[src/verilog/evh_defines.vh]
`ifndef EVH_DEFINES_VH
`define EVH_DEFINES_VH
// Register byte addresses
`define EVH_ADDR_FLAGS 8'h00
`define EVH_ADDR_ENABLES 8'h04
`define EVH_ADDR_TOP_CODE 8'h08
`define EVH_ADDR_SUMMARY 8'h0c
`define EVH_ADDR_IRQ_STATUS 8'h10
`define EVH_ADDR_IRQ_MASK 8'h14
// Reset values
`define EVH_FLAGS_RST 8'h00
`define EVH_ENABLES_RST 8'h00
`define EVH_TOP_CODE_NONE 8'hff
`define EVH_IRQ_RST 8'h00
// Summary field positions
`define EVH_SUM_HIGH_BIT 1
`define EVH_SUM_LOW_BIT 0
// AXI responses
`define EVH_RESP_OKAY 2'b00
`define EVH_RESP_SLVERR 2'b10
`endif

[src/verilog/evh_event_handler.v]
// Overview of operation
// - Eight sources; seven-four high, three-zero low
// - Enabled rising edge sets sticky flag
// - Write one clears flag; zero keeps
// - Per-source enable bits, reset to zero
// - Top code reports highest flag, else ff
// - Summary bit1 high group, bit0 low
// - Sources sampled by system clock, flag held
// - Each group drives one core event line
// - Reset clears flags, enables; code ff
`timescale 1ns/10ps
`include "evh_defines.vh"

module evh_event_handler #(
   parameter N_SRC = 8,
   parameter ADDR_W = 8
) (
   // Clock and reset
   input wire i_clk,
   input wire i_nrst,
   // Event sources
   input wire [N_SRC-1:0] i_event_src,
   // Core event lines
   output wire o_core_event_line_zero,
   output wire o_core_event_line_one,
   // Interrupt
   output wire o_irq,
   // AXI4-Lite write address
   input wire [ADDR_W-1:0] i_s_axi_awaddr,
   input wire i_s_axi_awvalid,
   output wire o_s_axi_awready,
   // AXI4-Lite write data
   input wire [31:0] i_s_axi_wdata,
   input wire [3:0] i_s_axi_wstrb,
   input wire i_s_axi_wvalid,
   output wire o_s_axi_wready,
   // AXI4-Lite write response
   output reg [1:0] o_s_axi_bresp,
   output reg o_s_axi_bvalid,
   input wire i_s_axi_bready,
   // AXI4-Lite read address
   input wire [ADDR_W-1:0] i_s_axi_araddr,
   input wire i_s_axi_arvalid,
   output wire o_s_axi_arready,
   // AXI4-Lite read data
   output reg [31:0] o_s_axi_rdata,
   output reg [1:0] o_s_axi_rresp,
   output reg o_s_axi_rvalid,
   input wire i_s_axi_rready
);

   // Upper half of the sources is the high group
   localparam HALF = N_SRC / 2;

   // State
   reg [N_SRC-1:0] sync1_q;
   reg [N_SRC-1:0] sync2_q;
   reg [N_SRC-1:0] prev_q;
   reg [N_SRC-1:0] flags_q;
   wire [N_SRC-1:0] flags_d;
   reg [N_SRC-1:0] enables_q;
   reg [1:0] irq_status_q;
   reg [1:0] irq_status_d;
   reg [1:0] irq_mask_q;
   reg [7:0] top_code_q;
   wire [7:0] top_code_d;
   reg [1:0] summary_q;
   reg aw_held_q;
   reg [ADDR_W-1:0] awaddr_q;
   reg w_held_q;
   reg [31:0] wdata_q;
   reg [3:0] wstrb_q;

   // Combinational terms
   wire [N_SRC-1:0] rise;
   wire high_any;
   wire low_any;
   wire aw_take;
   wire w_take;
   wire wr_go;
   wire [ADDR_W-1:0] wr_addr;
   wire [31:0] wr_data;
   wire [3:0] wr_strb;
   wire ar_take;
   reg [N_SRC-1:0] clr_mask;
   reg [1:0] irq_clr;
   reg [31:0] rd_data;
   reg rd_ok;
   reg wr_ok;
   wire high_set;
   wire low_set;
   wire high_next;
   wire low_next;
   wire [7:0] code_chain [0:N_SRC];
   wire wr_lane0;

   // Two-stage synchroniser, edge seen on second stage only
   always @(posedge i_clk or negedge i_nrst)
   begin
      if (!i_nrst)
      begin
         sync1_q <= {N_SRC{1'b0}};
         sync2_q <= {N_SRC{1'b0}};
         prev_q <= {N_SRC{1'b0}};
      end
      else
      begin
         sync1_q <= i_event_src;
         sync2_q <= sync1_q;
         prev_q <= sync2_q;
      end
   end

   // Rising edge gated by enable
   genvar g;
   generate
      for (g = 0; g < N_SRC; g = g + 1)
      begin : gen_edge
         assign rise[g] = sync2_q[g] & ~prev_q[g] & enables_q[g];
      end
   endgenerate

   // Write channel: address and data accepted in either order
   assign o_s_axi_awready = !aw_held_q && !o_s_axi_bvalid;
   assign o_s_axi_wready = !w_held_q && !o_s_axi_bvalid;
   assign aw_take = i_s_axi_awvalid && o_s_axi_awready;
   assign w_take = i_s_axi_wvalid && o_s_axi_wready;
   assign wr_go = (aw_held_q || aw_take) && (w_held_q || w_take);
   assign wr_addr = aw_held_q ? awaddr_q : i_s_axi_awaddr;
   assign wr_data = w_held_q ? wdata_q : i_s_axi_wdata;
   assign wr_strb = w_held_q ? wstrb_q : i_s_axi_wstrb;
   // Only byte lane zero carries register bits
   assign wr_lane0 = wr_strb[0];

   // Write decode: clears act in the accept cycle
   always @*
   begin
      clr_mask = {N_SRC{1'b0}};
      irq_clr = 2'b00;
      wr_ok = 1'b1;
      if (!wr_go)
         wr_ok = 1'b1;
      else if (wr_addr == `EVH_ADDR_FLAGS)
      begin
         if (wr_strb[0])
            clr_mask = wr_data[N_SRC-1:0];
      end
      else if (wr_addr == `EVH_ADDR_ENABLES)
         wr_ok = 1'b1;
      else if (wr_addr == `EVH_ADDR_IRQ_STATUS)
      begin
         if (wr_strb[0])
            irq_clr = wr_data[1:0];
      end
      else if (wr_addr == `EVH_ADDR_IRQ_MASK)
         wr_ok = 1'b1;
      else if (wr_addr == `EVH_ADDR_TOP_CODE || wr_addr == `EVH_ADDR_SUMMARY)
         wr_ok = 1'b1;
      // Unmapped addresses answer with an error
      else
         wr_ok = 1'b0;
   end

   // Handshake state; the response waits for bready
   always @(posedge i_clk or negedge i_nrst)
   begin
      if (!i_nrst)
      begin
         aw_held_q <= 1'b0;
         w_held_q <= 1'b0;
         awaddr_q <= {ADDR_W{1'b0}};
         wdata_q <= 32'h00000000;
         wstrb_q <= 4'h0;
         o_s_axi_bvalid <= 1'b0;
         o_s_axi_bresp <= `EVH_RESP_OKAY;
      end
      else
      begin
         if (wr_go)
         begin
            aw_held_q <= 1'b0;
            w_held_q <= 1'b0;
            o_s_axi_bvalid <= 1'b1;
            o_s_axi_bresp <= wr_ok ? `EVH_RESP_OKAY : `EVH_RESP_SLVERR;
         end
         else
         begin
            if (aw_take)
            begin
               aw_held_q <= 1'b1;
               awaddr_q <= i_s_axi_awaddr;
            end
            if (w_take)
            begin
               w_held_q <= 1'b1;
               wdata_q <= i_s_axi_wdata;
               wstrb_q <= i_s_axi_wstrb;
            end
            if (o_s_axi_bvalid && i_s_axi_bready)
               o_s_axi_bvalid <= 1'b0;
         end
      end
   end

   // Writable registers, kept apart from the handshake state
   always @(posedge i_clk or negedge i_nrst)
   begin
      if (!i_nrst)
      begin
         enables_q <= `EVH_ENABLES_RST;
         irq_mask_q <= 2'b00;
      end
      else if (wr_go && wr_lane0)
      begin
         if (wr_addr == `EVH_ADDR_ENABLES)
            enables_q <= wr_data[N_SRC-1:0];
         else if (wr_addr == `EVH_ADDR_IRQ_MASK)
            irq_mask_q <= wr_data[1:0];
      end
   end

   // Per-source sticky flag: a new edge outranks a clear in the same cycle
   generate
      for (g = 0; g < N_SRC; g = g + 1)
      begin : gen_flag
         assign flags_d[g] = (flags_q[g] & ~clr_mask[g]) | rise[g];
      end
   endgenerate

   // Group activity for the level summary and interrupt status
   assign high_set = |rise[N_SRC-1:HALF];
   assign low_set = |rise[HALF-1:0];
   assign high_next = |flags_d[N_SRC-1:HALF];
   assign low_next = |flags_d[HALF-1:0];

   // Interrupt status: as with the flags, a set beats a clear
   always @*
   begin
      irq_status_d = irq_status_q & ~irq_clr;
      if (high_set)
         irq_status_d[`EVH_SUM_HIGH_BIT] = 1'b1;
      if (low_set)
         irq_status_d[`EVH_SUM_LOW_BIT] = 1'b1;
   end

   // Priority chain: a higher index overrides every lower stage
   assign code_chain[0] = `EVH_TOP_CODE_NONE;
   generate
      for (g = 0; g < N_SRC; g = g + 1)
      begin : gen_prio
         localparam [7:0] IDX = g;
         assign code_chain[g+1] = flags_d[g] ? IDX : code_chain[g];
      end
   endgenerate
   // Taken from next-flag value so code and flags change on one edge
   assign top_code_d = code_chain[N_SRC];

   // Sticky state
   always @(posedge i_clk or negedge i_nrst)
   begin
      if (!i_nrst)
      begin
         flags_q <= `EVH_FLAGS_RST;
         irq_status_q <= 2'b00;
      end
      else
      begin
         flags_q <= flags_d;
         irq_status_q <= irq_status_d;
      end
   end

   // Read-only views, registered together with the flags
   always @(posedge i_clk or negedge i_nrst)
   begin
      if (!i_nrst)
      begin
         top_code_q <= `EVH_TOP_CODE_NONE;
         summary_q <= 2'b00;
      end
      else
      begin
         top_code_q <= top_code_d;
         summary_q[`EVH_SUM_HIGH_BIT] <= high_next;
         summary_q[`EVH_SUM_LOW_BIT] <= low_next;
      end
   end

   assign high_any = summary_q[`EVH_SUM_HIGH_BIT];
   assign low_any = summary_q[`EVH_SUM_LOW_BIT];
   // Line zero serves the high group
   assign o_core_event_line_zero = high_any;
   assign o_core_event_line_one = low_any;
   // Level output; it drops only when status is cleared or masked
   assign o_irq = |(irq_status_q & irq_mask_q);

   // Read channel: one read in flight
   assign o_s_axi_arready = !o_s_axi_rvalid;
   assign ar_take = i_s_axi_arvalid && o_s_axi_arready;

   // Read decode on the live address, taken with the request
   always @*
   begin
      rd_data = 32'h00000000;
      rd_ok = 1'b1;
      if (i_s_axi_araddr == `EVH_ADDR_FLAGS)
         rd_data[N_SRC-1:0] = flags_q;
      else if (i_s_axi_araddr == `EVH_ADDR_ENABLES)
         rd_data[N_SRC-1:0] = enables_q;
      else if (i_s_axi_araddr == `EVH_ADDR_TOP_CODE)
         rd_data[7:0] = top_code_q;
      else if (i_s_axi_araddr == `EVH_ADDR_SUMMARY)
         rd_data[1:0] = summary_q;
      else if (i_s_axi_araddr == `EVH_ADDR_IRQ_STATUS)
         rd_data[1:0] = irq_status_q;
      else if (i_s_axi_araddr == `EVH_ADDR_IRQ_MASK)
         rd_data[1:0] = irq_mask_q;
      else
         rd_ok = 1'b0;
   end

   // Read data held until rready
   always @(posedge i_clk or negedge i_nrst)
   begin
      if (!i_nrst)
      begin
         o_s_axi_rvalid <= 1'b0;
         o_s_axi_rdata <= 32'h00000000;
         o_s_axi_rresp <= `EVH_RESP_OKAY;
      end
      else if (ar_take)
      begin
         o_s_axi_rvalid <= 1'b1;
         o_s_axi_rdata <= rd_data;
         o_s_axi_rresp <= rd_ok ? `EVH_RESP_OKAY : `EVH_RESP_SLVERR;
      end
      else if (o_s_axi_rvalid && i_s_axi_rready)
         o_s_axi_rvalid <= 1'b0;
   end

endmodule

[config.mk]
export PLATFORM = sky130hd
export DESIGN_NAME = evh_event_handler
export DESIGN_NICKNAME = d
export VERILOG_FILES = /design/src/verilog/evh_event_handler.v
export VERILOG_INCLUDE_DIRS = /design/src /design/src/verilog
export SDC_FILE = /design/constraint.sdc
export NUM_CORES = 1
export LEC_CHECK = 0
export BUFFER_PORTS_ARGS = -buffer_cell sky130_fd_sc_hd__buf_4
export CORE_UTILIZATION = 46
export CTS_CLUSTER_DIAMETER = 60
export CTS_CLUSTER_SIZE = 16
export DETAILED_ROUTE_END_ITERATION = 16
export GPL_TIMING_DRIVEN = 1
export PLACE_DENSITY_LB_ADDON = 0.15
export SYNTH_ARGS = -nofsm -noshare
export SYNTH_HDL_FRONTEND = slang
export SYNTH_SLANG_ARGS = --single-unit
export TNS_END_PERCENT = 20
[constraint.sdc]
create_clock -name i_clk -period 1.9 [get_ports i_clk]
set_input_delay 0.19 -clock i_clk [delete_from_list [all_inputs] [get_ports i_clk]]
set_output_delay 0.19 -clock i_clk [all_outputs]
set_load 0.05 [all_outputs]
==> results of run 1 <==
## layer usage
layer / vias up / track usage (%) / share of wire [%]
li1: 1221 / - / -
met3: 13 / 3.769 / 4.2
met2: 80 / 29.36 / 47
met1: 1292 / 28.35 / 46
met5: - / 0 / 0
met4: 0 / 8.069 / 2.2
## where the power goes
group | switching, mW | internal (mW) | leakage (nW)
registers | 0.222 | 2.05 | 0.952
clock network | 0.594 | 0.777 | 0.108
logic | 1.08 | 0.925 | 1.17
total | 1.90 | 3.75 | 2.23
## flip-flops by register name, indices dropped and copies added (netlist names), 2 cells and up
name,cells
awaddr_q,8
enables_q,8
flags_q,8
irq_mask_q,2
irq_status_q,2
o_s_axi_rdata,8
prev_q,8
summary_q,2
sync1_q,8
sync2_q,8
top_code_q,4
wdata_q,8
## cells in the final DEF, fill, tap and decap left out, types with 5 or more instances in the layout
cell and instances:
buf_4 85, dfrtp_1 75, mux2_2 26, conb_1 26, nand2_1 24, o21ai_0 18, nor2_1 15, mux2i_1 12
clkbuf_8 10, nand3b_1 9, dlygate4sd3_1 9, mux2_4 7, buf_6 7, inv_1 6, nor2b_1 5
## stage by stage
stage / power [mW] / util [%] / hold slack, ns / setup TNS, ns / instance area (um^2)
2_1_floorplan: 3.501 / - / -0.1056 / -1.188 / 3809
3_3_place_gp: 4.107 / 57.36 / 0.1958 / -2.193 / 4409
3_5_place_dp: 4.154 / 57.36 / 0.1974 / -2.881 / 4409
4_1_cts: 5.645 / 62.92 / 0.003809 / -2.369 / 4837
5_1_grt: 5.943 / 63.95 / 0.02349 / -4.482 / 4916
6_report: 5.650 / 63.95 / 0.01150 / -2.851 / 4916
## cell families (layout without fill, tap and decap cells)
| logic type | after synthesis | count (layout) | synth area share (%) |
|---|---|---|---|
| simple gates | 84 | 84 | 13.38 |
| flops | 81 | 81 | 55.85 |
| mux | 47 | 47 | 14.75 |
| compound gates | 46 | 46 | 8.941 |
| buf+inv | 39 | 127 | 6.981 |
| other cells | 1 | 26 | 0.1031 |
## final timing paths
kind	end	depth (start not counted)	slack, ns
worst min register to register	sync2_q[1]$_DFF_PN0_	0	0.35
worst max register to register	enables_q[0]$_DFFE_PN0P_	7	-0.24
worst max-delay path	enables_q[0]$_DFFE_PN0P_	7	-0.24
worst min-delay path	o_s_axi_rvalid$_DFFE_PN0P_	2	0.01
max in group asynchronous	top_code_q[1]$_DFF_PN1_	3	0.86
min in group asynchronous	o_s_axi_rvalid$_DFFE_PN0P_	2	0.36
## what timing repair did
| item | CTS | global route |
|---|---|---|
| hold endpoints to repair | 43 | 0 |
| gates cloned | 0 | 1 |
| pin swaps | 10 | 7 |
| setup endpoints to repair | 15 | 34 |
| resized for setup | 21 | 11 |
| hold buffers | 9 | 0 |
| buffers inserted | 3 | 1 |
## area by class of cell
type                            instances  area, um^2  share of cell area (%)
Sequential cell                        81        2037                   41.44
Clock buffer                           13       148.9                   3.029
Tap cell                              102       127.6                   2.596
Clock inverter                          3       65.06                   1.323
Multi-Input combinational cell        203        1639                   33.34
Timing Repair Buffer                  104       872.1                   17.74
Inverter                                7       26.28                  0.5345
==> results.ini, run 1 <==
[setup_path]
crit_path_cell_trace=buf_6 > nor4b_4 > o22ai_4 > or3_4 > nor2_4 > buf_12 > mux2_4
timing.critical_path.slowest_cell_delay_ns=0.44
r2r-start=aw_held_q$_DFFE_PN0P_
critPathKind=flip-flop to flip-flop
cp.arrival_ns=2.36
required_ns=2.13
crit_path_top_delay_cell=or3_4
critPathMaxFanout=6
critPathBufInv=2
cp-startpoint=aw_held_q$_DFFE_PN0P_
start_kind=flip-flop
path_delay_family=simple AND/OR/NAND/NOR gates
endpoint_kind=flip-flop

[placement]
dp_hpwl_um=5473
placed_cells=483
pre_cts_ws_ns=-0.2675
place.gp.congestion=0.8769
port_buffers=57

[sta]
grt_setup_unrepaired=yes
tightest_slew_ns=0.5048
period_minus_slack_ns=2.136
fmax_mhz=468.2
slew_headroom_pct=66.35
layout_setup_ws_ns=-0.2357
slew_violations=0
finalSetupViolCount=16
fin_crit_sh_pct=112.4
final_hold_viol_count=0
finClkSkew_ns=0.009972

[route]
viasPerCell=5.080
drt-initial-drc-count=147
vias=2606
wl_um=7620
drc_errors=0
ant_nets=0
drtPass1Iterations=7
wl_per_cell_um=14.85

[layout]
layout.nets=473
diodes=0
drive_above_1_share_pct=44.77
area_delta_synth_final_pct=35.11
layoutNonFillerInstCount=513
fill_cells=600

[global_routing]
overflow=0
grtUsageTotal_pct=19.68
grt_max_degree=45
antenna_found_initial=0
grt_pass1_vias=2599
grt_pass1_wl_um=12560

[cts]
insertion_delay_ns=0.35
clockRootBuffer=clkbuf_8
cts.htree.levels=3
clk_pin_slew_worst_paths_ns=0.08
clock_sinks=81
numCtsBuffers=9
cts_buffer_depth=2
cts_tree=yes

[floorplan]
start_util_pct=47.33
io_pins=111
die_x_um=90.94
die_y_um=90.94
num_rows=32
core_region_area_um2=7687
fp.dieArea_um2=8269

[synth]
synth_top_area_cell=dfrtp_1
yosysTopAreaCellShare_pct=52.96
synth_area_per_cell_um2=12.21
synthCells=298
yosysMostFrequentCell=dfrtp_1
synth-edff-count=0
netlist_area_um2=3638
synth_flop_cell=dfrtp_1
synth-seq-area-share_pct=55.85
async_flop_share_pct=100.0
ys_types=49
ys_warn_count=0
yosys-top-cells-area=dfrtp_1, mux2_2, buf_4
ys_ff_latch=81
netlist_top_cells_count=dfrtp_1, mux2_2, buf_4

[pwr]
ir_worst_vdd_uv=588.7
power_density_nw_per_um2=1149
p_leak_nw=2.230

[outcome]
violations=negative setup slack
status=finished, violations left

[hold_path]
hold_class=input pin to flip-flop
worstHoldStart=i_s_axi_rready

[job]
maxCapViolCount=0

Note: power is estimated with default switching activity, not from simulation.
==> inputs of run 2 (changes only) <==
==> constraint.sdc (replaced) <==
create_clock -name i_clk -period 1.9 [get_ports i_clk]
set_input_delay 0.19 -clock i_clk [delete_from_list [all_inputs] [get_ports i_clk]]
set_output_delay 0.19 -clock i_clk [all_outputs]
set_load 0.02 [all_outputs]
==> results.ini, run 2 (synthesis results as in run 1) <==
[setup_path]
timing.critical_path.slowest_cell_delay_ns=0.42
endpoint_kind=flip-flop
critPathMaxFanout=5
critPathBufInv=4
crit_path_top_delay_cell=dfrtp_1
crit_top_cell=buf_4
cp.arrival_ns=2.43
rrSetupSlack_ns=-0.26
path_delay_family=buffers and inverters
r2r-end=top_code_q[0]$_DFF_PN1_
reg2reg_depth=10
critPathKind=flip-flop to flip-flop
crit_path_cell_trace=buf_6 > nor2b_4 > a211o_4 > nor4_4 > buf_4 > a31oi_4 > buf_4 > buf_4 > nor3_2 > a221oi_2
cp-startpoint=aw_held_q$_DFFE_PN0P_
start_kind=flip-flop
r2r-start=aw_held_q$_DFFE_PN0P_
required_ns=2.18

[cts]
clockRootBuffer=clkbuf_8
cts.htree.levels=3
cts_buffer_depth=2
insertion_delay_ns=0.35
numCtsBuffers=9
clock_sinks=81
cts_tree=yes
clk_pin_slew_worst_paths_ns=0.09

[floorplan]
fp.dieArea_um2=8269
start_util_pct=47.33
die_y_um=90.94
core_region_area_um2=7687
die_x_um=90.94
num_rows=32
io_pins=111

[layout]
layout.nets=486
fill_cells=591
drive_above_1_share_pct=46.46
mostFrequentLayoutCell=buf_4
final_area_um2=5064
layoutNonFillerInstCount=526
final_cell_mix=buf_4, dfrtp_1, mux2_2, conb_1, nand2_1
area_delta_synth_final_pct=39.17
diodes=0

[pwr]
p_int_mw=3.818
ir_worst_vdd_uv=539.8
netSwitchingFraction_pct=31.63
p_sw_mw=1.767
p_leak_nw=2.329
power_density_nw_per_um2=1103
p_comb_share_pct=34.2
seqPwrFrac_pct=40.4
p_clk_share_pct=25.3

[sta]
finClkSkew_ns=0.01235
slew_headroom_pct=65.92
grt_setup_unrepaired=yes
finalSetupViolCount=17
slew_violations=0
tightest_slew_ns=0.5100
fin_crit_sh_pct=113.5
final_hold_viol_count=0
period_minus_slack_ns=2.156
layout_setup_ws_ns=-0.2558
fmax_mhz=463.9
holdWs_ns=0.03226

[outcome]
violations=negative setup slack
status=finished, violations left

[route]
viasPerCell=4.880
drc_errors=0
wl_um=7959
vias=2567
ant_nets=0
drtPass1Iterations=4
drt-initial-drc-count=160
wl_per_cell_um=15.13

[placement]
dpl-instance-area_um2=4463
pre_cts_ws_ns=-0.2323
port_buffers=57
dp_hpwl_um=5479
placed_cells=486
place.gp.congestion=0.7997

[global_routing]
overflow=0
antenna_found_initial=0
grt_pass1_wl_um=12830
grt_max_degree=47
grt_pass1_vias=2639
grtUsageTotal_pct=20.16

[hold_path]
hold-path-cell-count=2
worstHoldStart=i_s_axi_rready
whs_endpoint=o_s_axi_rvalid$_DFFE_PN0P_
hold_class=input pin to flip-flop

[job]
maxCapViolCount=0

-- run 2: cell count changes in the layout (fill, tap and decap cells not counted), sizes merged --
cell and change:
buf +13, clkbuf -4, clkinv +2, dlygate4sd3 +1, inv +1
-- run 2: per-layer routing --
| layer | wire length [um] | vias to the layer above | GRT usage [%] |
|---|---|---|---|
| met3 | 245 | 16 | 3.685 |
| met4 | 180 | 0 | 7.804 |
| li1 | - | 1242 | - |
| met1 | 3509 | 1244 | 26.69 |
| met5 | 0 | - | 0 |
| met2 | 4023 | 65 | 33.02 |
-- run 2: worst register-to-register path: cells and delay by family (launching register included) --
family	cells	cell delay, ns
buffers and inverters	4	0.63
AOI/OAI and AO/OA	3	0.53
and+or+nand+nor	3	0.51
DFF	1	0.42
-- run 2: repair_timing --
item / 4_1_cts / 5_1_grt
setup endpoints to repair: 16 / 20
resized for setup: 17 / 12
hold buffers: 10 / 0
pin swaps: 11 / 10
buffers inserted: 7 / 7
hold endpoints to repair: 44 / 0
-- run 2: how the worst max path moves through the flow --
stage	end	slack [ns]	depth (start not counted)
CTS	top_code_q[6]$_DFF_PN1_	-0.20	8
detailed placement	top_code_q[6]$_DFF_PN1_	-0.23	7
finish	top_code_q[0]$_DFF_PN1_	-0.26	10
global route	top_code_q[6]$_DFF_PN1_	-0.34	9
floorplan	enables_q[0]$_DFFE_PN0P_	-0.05	5
global placement	top_code_q[1]$_DFF_PN1_	-0.18	7
-- run 2: through the flow --
step	TNS, ns	utilization (%)	total power [mW]
final	-2.647	65.87	5.585
after global routing	-4.158	65.87	5.884
after global placement	-2.031	58.06	3.917
after detailed placement	-2.404	58.06	3.958
after CTS	-2.227	64.27	5.513
after floorplan	-0.3978	-	3.303
-- run 2: area by class of cell --
cell class                      count  area, um^2  area share (%)
Sequential cell                    81        2033           40.15
Multi-Input combinational cell    203        1688           33.33
Timing Repair Buffer              117       958.4           18.93
Clock buffer                       10       137.6           2.718
Tap cell                          102       127.6           2.520
Clock inverter                      6       90.09           1.779
Inverter                            7       28.78          0.5683
-- run 2: power groups by stage --
stage	registers [mW]	clock network (mW)	logic [mW]
after floorplan	2.29	0	1.02
after detailed placement	2.28	0	1.68
final	2.26	1.41	1.91
after global placement	2.28	0	1.64
after CTS	2.25	1.45	1.82
after global routing	2.29	1.53	2.06
